`src/rtl/istmr_cfg.svh`:
```
// Offsets, field positions, response codes and timing counts of the interval timer.
`ifndef ISTMR_CFG_SVH
`define ISTMR_CFG_SVH
`define ISTMR_ADDR_W 8
`define ISTMR_OFS_SETTING 8'h00
`define ISTMR_OFS_COUNT 8'h04
`define ISTMR_OFS_STATUS 8'h08
`define ISTMR_OFS_MASK 8'h0C
`define ISTMR_SEL_LSB 6
`define ISTMR_SEL_MSB 15
`define ISTMR_SEL_W 10
`define ISTMR_CODE_W 3
`define ISTMR_CODE_CLEAR 3'h2
`define ISTMR_CNT_W 24
`define ISTMR_CNT_MAX 24'hFFFFFF
`define ISTMR_DIV_W 15
`define ISTMR_TAP_LOW_FREQ_BIT 13
`define ISTMR_XTAL_HZ 32768
`define ISTMR_PWRUP_MS 500
`define ISTMR_PWRUP_TICKS (`ISTMR_XTAL_HZ * `ISTMR_PWRUP_MS / 1000)
`define ISTMR_PWR_W 16
`define ISTMR_EVT_W 2
`define ISTMR_EVT_TICK 0
`define ISTMR_EVT_SAT 1
`define ISTMR_RESP_OKAY 2'h0
`define ISTMR_RESP_DECERR 2'h3
`endif

```
`src/rtl/istmr_pkg.sv`:
```
// Types shared by the interval timer design.
`include "istmr_cfg.svh"
package istmr_pkg;
	typedef enum logic [3:0] {
		ST_POWERUP = 4'h1,
		ST_UNSET   = 4'h2,
		ST_GATED   = 4'h4,
		ST_ACTIVE  = 4'h8
	} istmr_state_e;
	typedef logic [`ISTMR_SEL_W-1:0] istmr_sel_t;
	typedef logic [`ISTMR_CNT_W-1:0] istmr_cnt_t;
endpackage : istmr_pkg

```
`src/rtl/istmr_top.sv`:
```
// Interval output generator and saturating seconds counter with an AXI4-Lite slave.
//
// Register access over AXI4-Lite and the register offsets were decided locally.
`timescale 1ns/1ns
`include "istmr_cfg.svh"
module istmr_top #(
	parameter int PWRUP_TICKS = `ISTMR_PWRUP_TICKS,
	// A narrower divider shortens the second for simulation; at least eleven bits keep all taps.
	parameter int DIV_W       = `ISTMR_DIV_W
) (
	// Clock and reset
	input  wire logic                     aclk,
	input  wire logic                     aresetn,
	// AXI4-Lite write address and data
	input  wire logic [`ISTMR_ADDR_W-1:0] awaddr,
	input  wire logic                     awvalid,
	output wire logic                     awready,
	input  wire logic [31:0]              wdata,
	input  wire logic [3:0]               wstrb,
	input  wire logic                     wvalid,
	output wire logic                     wready,
	// AXI4-Lite write response
	output logic      [1:0]               bresp,
	output logic                          bvalid,
	input  wire logic                     bready,
	// AXI4-Lite read
	input  wire logic [`ISTMR_ADDR_W-1:0] araddr,
	input  wire logic                     arvalid,
	output wire logic                     arready,
	output logic      [31:0]              rdata,
	output logic      [1:0]               rresp,
	output logic                          rvalid,
	input  wire logic                     rready,
	// Device pins
	input  wire logic                     xtal_clk,
	input  wire logic                     output_gate_pin,
	output logic                          interval_out,
	// Interrupt
	output wire logic                     irq
);

	localparam logic [`ISTMR_PWR_W-1:0] PWR_LIM = `ISTMR_PWR_W'(PWRUP_TICKS);

	// ************************************************************
	// Address decode
	// ************************************************************

	function automatic logic [3:0] decode_reg(input logic [`ISTMR_ADDR_W-1:0] addr);
		logic [`ISTMR_ADDR_W-1:0] word;
		word = {addr[`ISTMR_ADDR_W-1:2], 2'h0};
		decode_reg[0] = (word == `ISTMR_OFS_SETTING);
		decode_reg[1] = (word == `ISTMR_OFS_COUNT);
		decode_reg[2] = (word == `ISTMR_OFS_STATUS);
		decode_reg[3] = (word == `ISTMR_OFS_MASK);
	endfunction : decode_reg

	// ************************************************************
	// Write channel
	// ************************************************************

	logic                     aw_held;
	logic                     w_held;
	logic [`ISTMR_ADDR_W-1:0] aw_addr_q;
	logic [31:0]              w_data_q;
	logic [3:0]               w_strb_q;
	wire                      aw_take;
	wire                      w_take;
	wire                      wr_fire;
	wire  [3:0]               wr_hit;

	assign awready = !aw_held;
	assign wready  = !w_held;
	assign aw_take = awvalid & awready;
	assign w_take  = wvalid & wready;
	// The response slot must be free, so a held write waits out a stalled bready.
	assign wr_fire = aw_held & w_held & !bvalid;
	assign wr_hit  = decode_reg(aw_addr_q);

	always_ff @(posedge aclk) begin
		if (!aresetn) begin
			aw_held   <= 1'b0;
			aw_addr_q <= '0;
		end else if (aw_take) begin
			aw_held   <= 1'b1;
			aw_addr_q <= awaddr;
		end else if (wr_fire) begin
			aw_held   <= 1'b0;
		end
	end

	always_ff @(posedge aclk) begin
		if (!aresetn) begin
			w_held   <= 1'b0;
			w_data_q <= '0;
			w_strb_q <= '0;
		end else if (w_take) begin
			w_held   <= 1'b1;
			w_data_q <= wdata;
			w_strb_q <= wstrb;
		end else if (wr_fire) begin
			w_held   <= 1'b0;
		end
	end

	always_ff @(posedge aclk) begin
		if (!aresetn) begin
			bvalid <= 1'b0;
			bresp  <= `ISTMR_RESP_OKAY;
		end else if (wr_fire) begin
			bvalid <= 1'b1;
			bresp  <= (|wr_hit) ? `ISTMR_RESP_OKAY : `ISTMR_RESP_DECERR;
		end else if (bready) begin
			bvalid <= 1'b0;
		end
	end

	// ************************************************************
	// Register write decode
	// ************************************************************

	wire                        set_write;
	wire                        clear_cmd;
	wire                        mask_write;
	wire [`ISTMR_EVT_W-1:0]     stat_clr;
	wire [`ISTMR_CODE_W-1:0]    wr_code;
	wire istmr_pkg::istmr_sel_t wr_sel;

	// The setting only takes effect as a whole two-byte unit.
	assign set_write  = wr_fire & wr_hit[0] & (&w_strb_q[1:0]);
	assign wr_sel     = w_data_q[`ISTMR_SEL_MSB:`ISTMR_SEL_LSB];
	assign wr_code    = w_data_q[`ISTMR_CODE_W-1:0];
	assign clear_cmd  = set_write & (wr_code == `ISTMR_CODE_CLEAR);
	assign mask_write = wr_fire & wr_hit[3] & w_strb_q[0];
	assign stat_clr   = (wr_fire & wr_hit[2] & w_strb_q[0]) ?
		w_data_q[`ISTMR_EVT_W-1:0] : '0;

	// ************************************************************
	// Pin synchronisers
	// ************************************************************

	logic xtal_s1;
	logic xtal_s2;
	logic xtal_s3;
	logic gate_s1;
	logic gate_s2;
	wire  xtal_rise;

	always_ff @(posedge aclk) begin
		if (!aresetn) begin
			xtal_s1 <= 1'b0;
			xtal_s2 <= 1'b0;
			xtal_s3 <= 1'b0;
			gate_s1 <= 1'b0;
			gate_s2 <= 1'b0;
		end else begin
			xtal_s1 <= xtal_clk;
			xtal_s2 <= xtal_s1;
			xtal_s3 <= xtal_s2;
			gate_s1 <= output_gate_pin;
			gate_s2 <= gate_s1;
		end
	end

	assign xtal_rise = xtal_s2 & ~xtal_s3;

	// ************************************************************
	// Divider chain and taps
	// ************************************************************

	logic [DIV_W-1:0]           div;
	logic                       written;
	istmr_pkg::istmr_sel_t      sel;
	wire istmr_pkg::istmr_sel_t tap;
	wire                        sec_tick;
	wire                        wave;

	always_ff @(posedge aclk) begin
		if (!aresetn) begin
			div <= '0;
		end else if (set_write) begin
			div <= '0;
		end else if (xtal_rise) begin
			div <= div + DIV_W'(1);
		end
	end

	assign sec_tick = xtal_rise & (&div) & !set_write;

	// Select bit 0 is the slowest tap, select bit nine the fastest.
	for (genvar i = 0; i < `ISTMR_SEL_W; i++) begin : g_tap
		assign tap[i] = div[`ISTMR_TAP_LOW_FREQ_BIT + DIV_W - `ISTMR_DIV_W - i];
	end

	assign wave = (|sel) & (&(tap | ~sel));

	always_ff @(posedge aclk) begin
		if (!aresetn) begin
			sel     <= '0;
			written <= 1'b0;
		end else if (set_write) begin
			sel     <= wr_sel;
			written <= 1'b1;
		end
	end

	// ************************************************************
	// Power-up hold
	// ************************************************************

	logic [`ISTMR_PWR_W-1:0] pwr_cnt;
	wire                     pwr_done;

	// Counted on crystal edges so the hold tracks the oscillator, not the bus clock.
	assign pwr_done = (pwr_cnt == PWR_LIM);

	always_ff @(posedge aclk) begin
		if (!aresetn) begin
			pwr_cnt <= '0;
		end else if (xtal_rise && !pwr_done) begin
			pwr_cnt <= pwr_cnt + `ISTMR_PWR_W'(1);
		end
	end

	// ************************************************************
	// Output state
	// ************************************************************

	istmr_pkg::istmr_state_e state;
	istmr_pkg::istmr_state_e next_state;
	logic                    next_interval_out;

	always_comb begin
		if (!pwr_done) begin
			next_state = istmr_pkg::ST_POWERUP;
		end else if (!gate_s2) begin
			next_state = istmr_pkg::ST_GATED;
		end else if (!written) begin
			next_state = istmr_pkg::ST_UNSET;
		end else begin
			next_state = istmr_pkg::ST_ACTIVE;
		end
	end

	always_comb begin
		next_interval_out = 1'b0;
		unique case (state)
			istmr_pkg::ST_POWERUP: next_interval_out = 1'b0;
			istmr_pkg::ST_UNSET:   next_interval_out = 1'b0;
			istmr_pkg::ST_GATED:   next_interval_out = 1'b1;
			istmr_pkg::ST_ACTIVE:  next_interval_out = wave;
		endcase
	end

	always_ff @(posedge aclk) begin
		if (!aresetn) begin
			state        <= istmr_pkg::ST_POWERUP;
			interval_out <= 1'b0;
		end else begin
			state        <= next_state;
			interval_out <= next_interval_out;
		end
	end

	// ************************************************************
	// Seconds counter
	// ************************************************************

	istmr_pkg::istmr_cnt_t count;
	wire                   cnt_full;
	wire                   sat_event;

	assign cnt_full  = (count == `ISTMR_CNT_MAX);
	assign sat_event = sec_tick & !clear_cmd & (count == `ISTMR_CNT_MAX - 24'h1);

	always_ff @(posedge aclk) begin
		if (!aresetn) begin
			count <= '0;
		end else if (clear_cmd) begin
			count <= '0;
		end else if (sec_tick && !cnt_full) begin
			count <= count + 24'h1;
		end
	end

	// ************************************************************
	// Events and interrupt
	// ************************************************************

	logic [`ISTMR_EVT_W-1:0] status;
	logic [`ISTMR_EVT_W-1:0] mask;
	wire  [`ISTMR_EVT_W-1:0] events;

	assign events[`ISTMR_EVT_TICK] = sec_tick;
	assign events[`ISTMR_EVT_SAT]  = sat_event;

	always_ff @(posedge aclk) begin
		if (!aresetn) begin
			status <= '0;
			mask   <= '0;
		end else begin
			// A new event beats a clear in the same cycle.
			status <= (status & ~stat_clr) | events;
			if (mask_write) begin
				mask <= w_data_q[`ISTMR_EVT_W-1:0];
			end
		end
	end

	assign irq = |(status & mask);

	// ************************************************************
	// Read channel
	// ************************************************************

	wire [3:0]  rd_hit;
	wire [31:0] rd_word;

	assign arready = !rvalid;
	assign rd_hit  = decode_reg(araddr);
	// The clear code is a command, not storage, so it reads back as zero.
	assign rd_word = rd_hit[0] ? {16'h0, sel, 6'h0} :
		rd_hit[1] ? {8'h0, count} :
		rd_hit[2] ? {30'h0, status} :
		rd_hit[3] ? {30'h0, mask} : 32'h0;

	always_ff @(posedge aclk) begin
		if (!aresetn) begin
			rvalid <= 1'b0;
			rdata  <= '0;
			rresp  <= `ISTMR_RESP_OKAY;
		end else if (arvalid && arready) begin
			rvalid <= 1'b1;
			rdata  <= rd_word;
			rresp  <= (|rd_hit) ? `ISTMR_RESP_OKAY : `ISTMR_RESP_DECERR;
		end else if (rready) begin
			rvalid <= 1'b0;
		end
	end

	wire is_active = (state == istmr_pkg::ST_ACTIVE);
	wire is_gated  = (state == istmr_pkg::ST_GATED);
	wire act_zero  = is_active & (sel == '0);
	wire act_full  = is_active & cnt_full;
	wire pwr_wait  = !pwr_done;
	wire unset_hi  = pwr_done & gate_s2 & !written;
	wire gate_wr   = is_gated & set_write;
endmodule : istmr_top

```
`config.mk`:
```
export PLATFORM = sky130hd
export DESIGN_NAME = istmr_top
export DESIGN_NICKNAME = d
export VERILOG_FILES = /design/src/rtl/istmr_pkg.sv /design/src/rtl/istmr_top.sv
export VERILOG_INCLUDE_DIRS = /design/src /design/src/rtl
export SDC_FILE = /design/constraint.sdc
export NUM_CORES = 1
export LEC_CHECK = 0
export BUFFER_PORTS_ARGS = -buffer_cell sky130_fd_sc_hd__buf_2
export CORE_MARGIN = 2
export CORE_UTILIZATION = 50
export DETAILED_ROUTE_END_ITERATION = 12
export GPL_ROUTABILITY_DRIVEN = 0
export PLACE_DENSITY = 0.74
export SYNTH_ARGS = -nofsm -noshare
export SYNTH_HDL_FRONTEND = slang
export SYNTH_SLANG_ARGS = --single-unit
```
`constraint.sdc`:
```
create_clock -name aclk -period 2.44 [get_ports aclk]
set_input_delay 0.366 -clock aclk [delete_from_list [all_inputs] [get_ports aclk]]
set_output_delay 0.366 -clock aclk [all_outputs]
set_load 0.005 [all_outputs]
```
After elaboration in Yosys (flattened, before gate mapping)
Index checks and enable logic that the tools add are counted.
{"block": "word_totals", "word_cells": 113, "reg_bits": 146, "input_bits": 61, "output_inout_bits": 43}
{"block": "op_classes", "n_reduce_logical": 29, "muxes": 17, "addsub": 3, "eq_ne": 14, "bitwise_logic": 25}
{"cell": "== test 24 bit (second input constant)", "count": 2}
{"cell": "2-to-1 mux 24 bit", "count": 2}
{"cell": "adder 24 x 1 -> 24 bit (second input constant)", "count": 1}
{"cell": "== test 6 x 2 -> 1 bit (second input constant)", "count": 4}
{"cell": "AND 1 bit", "count": 17}
{"cell": "adder 16 x 1 -> 16 bit (second input constant)", "count": 1}
{"cell": "== test 16 x 15 -> 1 bit (second input constant)", "count": 1}
{"cell": "adder 15 x 1 -> 15 bit (second input constant)", "count": 1}
{"cell": "AND reduction 15 bit", "count": 1}
{"cell": "== test 6 x 1 -> 1 bit (second input constant)", "count": 2}
{"cell": "zero test 6 bit", "count": 2}
{"cell": "2-to-1 mux 2 bit", "count": 5}
{"cell": "NOT 10 bit", "count": 1}
{"cell": "bitwise OR 10 bit", "count": 1}
{"cell": "AND reduction 10 bit", "count": 1}
{"cell": "OR reduction 10 bit", "count": 1}
{"cell": "zero test 1 bit", "count": 8}
{"cell": "nonzero test 2 bit", "count": 4}
{"cell": "OR reduction 2 bit", "count": 4}
{"cell": "OR reduction 4 bit", "count": 2}
{"cell": "2-to-1 mux 1 bit", "count": 7}
{"cell": "AND 2 bit", "count": 2}
{"cell": "== test 4 x 1 -> 1 bit (second input constant)", "count": 1}
{"cell": "== test 4 x 2 -> 1 bit (second input constant)", "count": 1}
{"cell": "12 further kinds", "count": 16}

Depth between registers and ports, before layout
{"block": "depth", "depth_word": 9, "depth_mapped": 8, "mapped_depth_nobuf": 7}

Least setup slack after synthesis
No wires, ideal clock.
{"block": "synth_path", "path_kind": "register to register", "startpoint": "reg div[0]", "endpoint": "reg count[21]", "path_stages_with_launch": 9, "required_ns": 2.308, "synth_period_minus_slack_ns": 2.204, "slack_ns": 0.236, "arrival_ns": 2.072, "path_buffers": 2, "setup_time_ns": 0.132, "cell_sequence": "dfxtp_1 > ha_1 > and4b_1 > nand3_2 > or4_4 > buf_6 > buf_2 > o41ai_1 > a21oi_1"}
{"block": "synth_via", "elab_chain_cells": 4}
{"item": "from (decl)", "line": "istmr_top.sv:170", "source": "logic [DIV_W-1:0] div;"}
{"item": "from (signal assigned)", "line": "istmr_top.sv:183", "source": "div <= div + DIV_W'(1);"}
{"item": "AND reduction 15 bit", "line": "istmr_top.sv:187", "source": "assign sec_tick = xtal_rise & (&div) & !set_write;"}
{"item": "AND 1 bit (2 in a row)", "line": "istmr_top.sv:187"}
{"item": "logical AND 1 bit", "line": "istmr_top.sv:280", "source": "end else if (sec_tick && !cnt_full) begin"}
{"item": "to (signal assigned)", "line": "istmr_top.sv:281", "source": "count <= count + 24'h1;"}
{"item": "to (decl)", "line": "istmr_top.sv:268", "source": "istmr_pkg::istmr_cnt_t count;"}
Every way passes these cells.
A chain may end at the register's enable or synchronous reset.

Worst setup path after layout
{"block": "layout_path", "startpoint": "reg div[0]", "endpoint": "reg count[2]"}
The elaborated chain is that of the path after synthesis.

==> results.ini <==
[synth]
synth_ff_type=dfxtp_1
ys_seq_area_share_pct=44.8
async_flop_share_pct=0
synth_cells=665
ys_warn_count=0
syn_area_per_cell_sq_um=8.80
synth_area_leader_cell=dfxtp_1
synth_top_cells_by_area=dfxtp_1, nand2_1, a21boi_0
ys_seq_elements=131
synth.distinct_cells=58
synthesis.area_sq_um=5850
synth_edf_count=0
netlist.area_leader.share_pct=44.8

[detailed_routing]
routed_wl_um=13300
ant_nets=0
via_per_inst=5.60
drt-wirelength-per-cell_um=15.0
firstDrtPassIters=7
drt_iter0_drc=305
drc=0
vias=4999

[worst_setup_path]
max_stage_delay_ns=0.56
cp.arrival_ns=2.64
crit_required_ns=2.79
worstSetupPathType=register to register
crit_top_cell=or3_1
slowest_stage=or3_1
cp_cell_sequence=ha_1 > and4b_2 > nand3_1 > or3_1 > buf_4 > or3_1 > a21oi_1
critical-path-top-delay-family=simple AND/OR/NAND/NOR gates
worstPathMaxFanout=14
cp-start-kind=register
critPathCaptureType=register
path_buf_inv=1

[status]
outcome=complete, no violations

[clock_tree]
ctsHoldBuffers=0
numCtsBuffers=17
ctsResizeCount=0
cts.htree.levels=4
cts_tree=yes
clk_latency_ns=0.43
cts_buffer_depth=2
post_cts_buffers=0
clk_pin_slew_ns=0.06
cts_sinks=131
cts_root_buf=clkbuf_16

[pwr]
p_total_mw=4.89
power_density_nw_per_um2=706
vdd_drop_max_mv=0.445
p_leak_nw=2.57

[global_routing]
grt_pass1_vias=4730
grt_pass1_wl_um=22400
grt_max_degree=61
grtUsageTotal_pct=21.9
antenna_found_initial=0
grt-ovfl-total=0

[die]
initial_core_util_pct=51.2
design.die.area_sq_um=12600
die_w_um=112
die_h_um=112
core-area_sq_um=11400
io_pins=104
std_cell_rows=39

[layout]
drive_gt1_share_pct=17.8
stdcell_count=892
diodes=0
nets=802
fill_cells=996
final_cell_mix=dfxtp_1, nand2_1, buf_2, nor2b_1
area_delta_synth_final_pct=18.5
final_common_cell=dfxtp_1

[timing]
clock_skew_ns=0.0121
setup_ws_ns=0.150
tns_ns=0
relSlewSlack_pct=43.6
rsz0062_at_grt=false
finalCritPeriodShare_pct=93.8
slew_viol_final=0
hold_violations=0
fmax_mhz=437
layout_min_cycle_time_ns=2.29
tightest_slew_ns=0.844
setup_viol=0
hold-worst-slack_ns=0.145

[placement]
dpl.hpwl_um=9400
place_inst=860
place_ws_ns=0.0640
port_buffers=70

[run]
cap_violations=0

[min_path]
hp-class=input port to register

power breakdown:
group          switching, mW  internal, mW  leakage [nW]
logic                  0.113        0.0846          1.22
clock network          0.987          1.51         0.280
registers             0.0236          2.17          1.06
metal layers:
metal | track usage (%) | share of wire [%]
met3 | 4.70 | 4.9
met4 | 8.29 | 1.6
met1 | 28.7 | 46
met2 | 35.5 | 47
met5 | 0 | 0
flip-flops by register name (all words and copies together) (netlist names), 4 cells and up:
| signal | count |
|---|---|
| count | 24 |
| rdata | 24 |
| pwr_cnt | 16 |
| div | 15 |
| w_data_q | 13 |
| sel | 10 |
| aw_addr_q | 6 |
| state | 4 |
cells by family after synthesis:
| group | share of synthesized area, % |
|---|---|
| AO/OA/AOI/OAI | 16.3 |
| XOR/XNOR | 3.74 |
| adder cells (fa/ha/maj) | 1.07 |
| buffers and inverters | 5.01 |
| flip-flops | 44.8 |
| multiplexers | 1.39 |
| other | 0.0641 |
| AND/OR/NAND/NOR | 27.6 |
worst paths after layout:
kind | from | slack (ns) | depth (start not counted) | endpoint
max | div[0] | 0.15 | 7 | count[2]
min | output_gate_pin | 0.14 | 2 | gate_s1
max reg2reg | div[0] | 0.15 | 7 | count[2]
min reg2reg | state[1] | 0.39 | 1 | interval_out
synth_stat cells (4+ instances only):
cell type	instances
o21a_1	4
a21boi_0	31
inv_1	21
buf_4	11
nor4_1	11
or4_1	13
a222oi_1	11
clkbuf_1	28
nand4_1	16
and3_1	9
mux2i_1	7
and4_1	7
nor2_1	31
a22oi_1	14
nor3_1	8
dfxtp_1	131
a21oi_1	27
nor2b_1	35
and2_1	22
o21ai_0	19
ha_1	5
xnor2_1	18
o31ai_1	9
or3_1	12
nand3_1	24
nand2_1	87
xor2_1	7
metrics by stage:
step	util [%]	area (sq um)
floorplan	-	5880
global placement	55.6	6340
detailed placement	55.6	6340
CTS	60.7	6930
global route	60.7	6930
finish	60.7	6930
final cells by class:
cell class,instances,area [sq um],share of cell area (%)
Multi-Input combinational cell,477,2970,42.8
Sequential cell,131,2620,37.8
Timing Repair Buffer,88,498,7.19
Clock buffer,17,425,6.14
Tap cell,143,179,2.58
Clock inverter,15,159,2.29
Inverter,21,78.8,1.14
No activity file was read; power rests on OpenSTA's default activity.
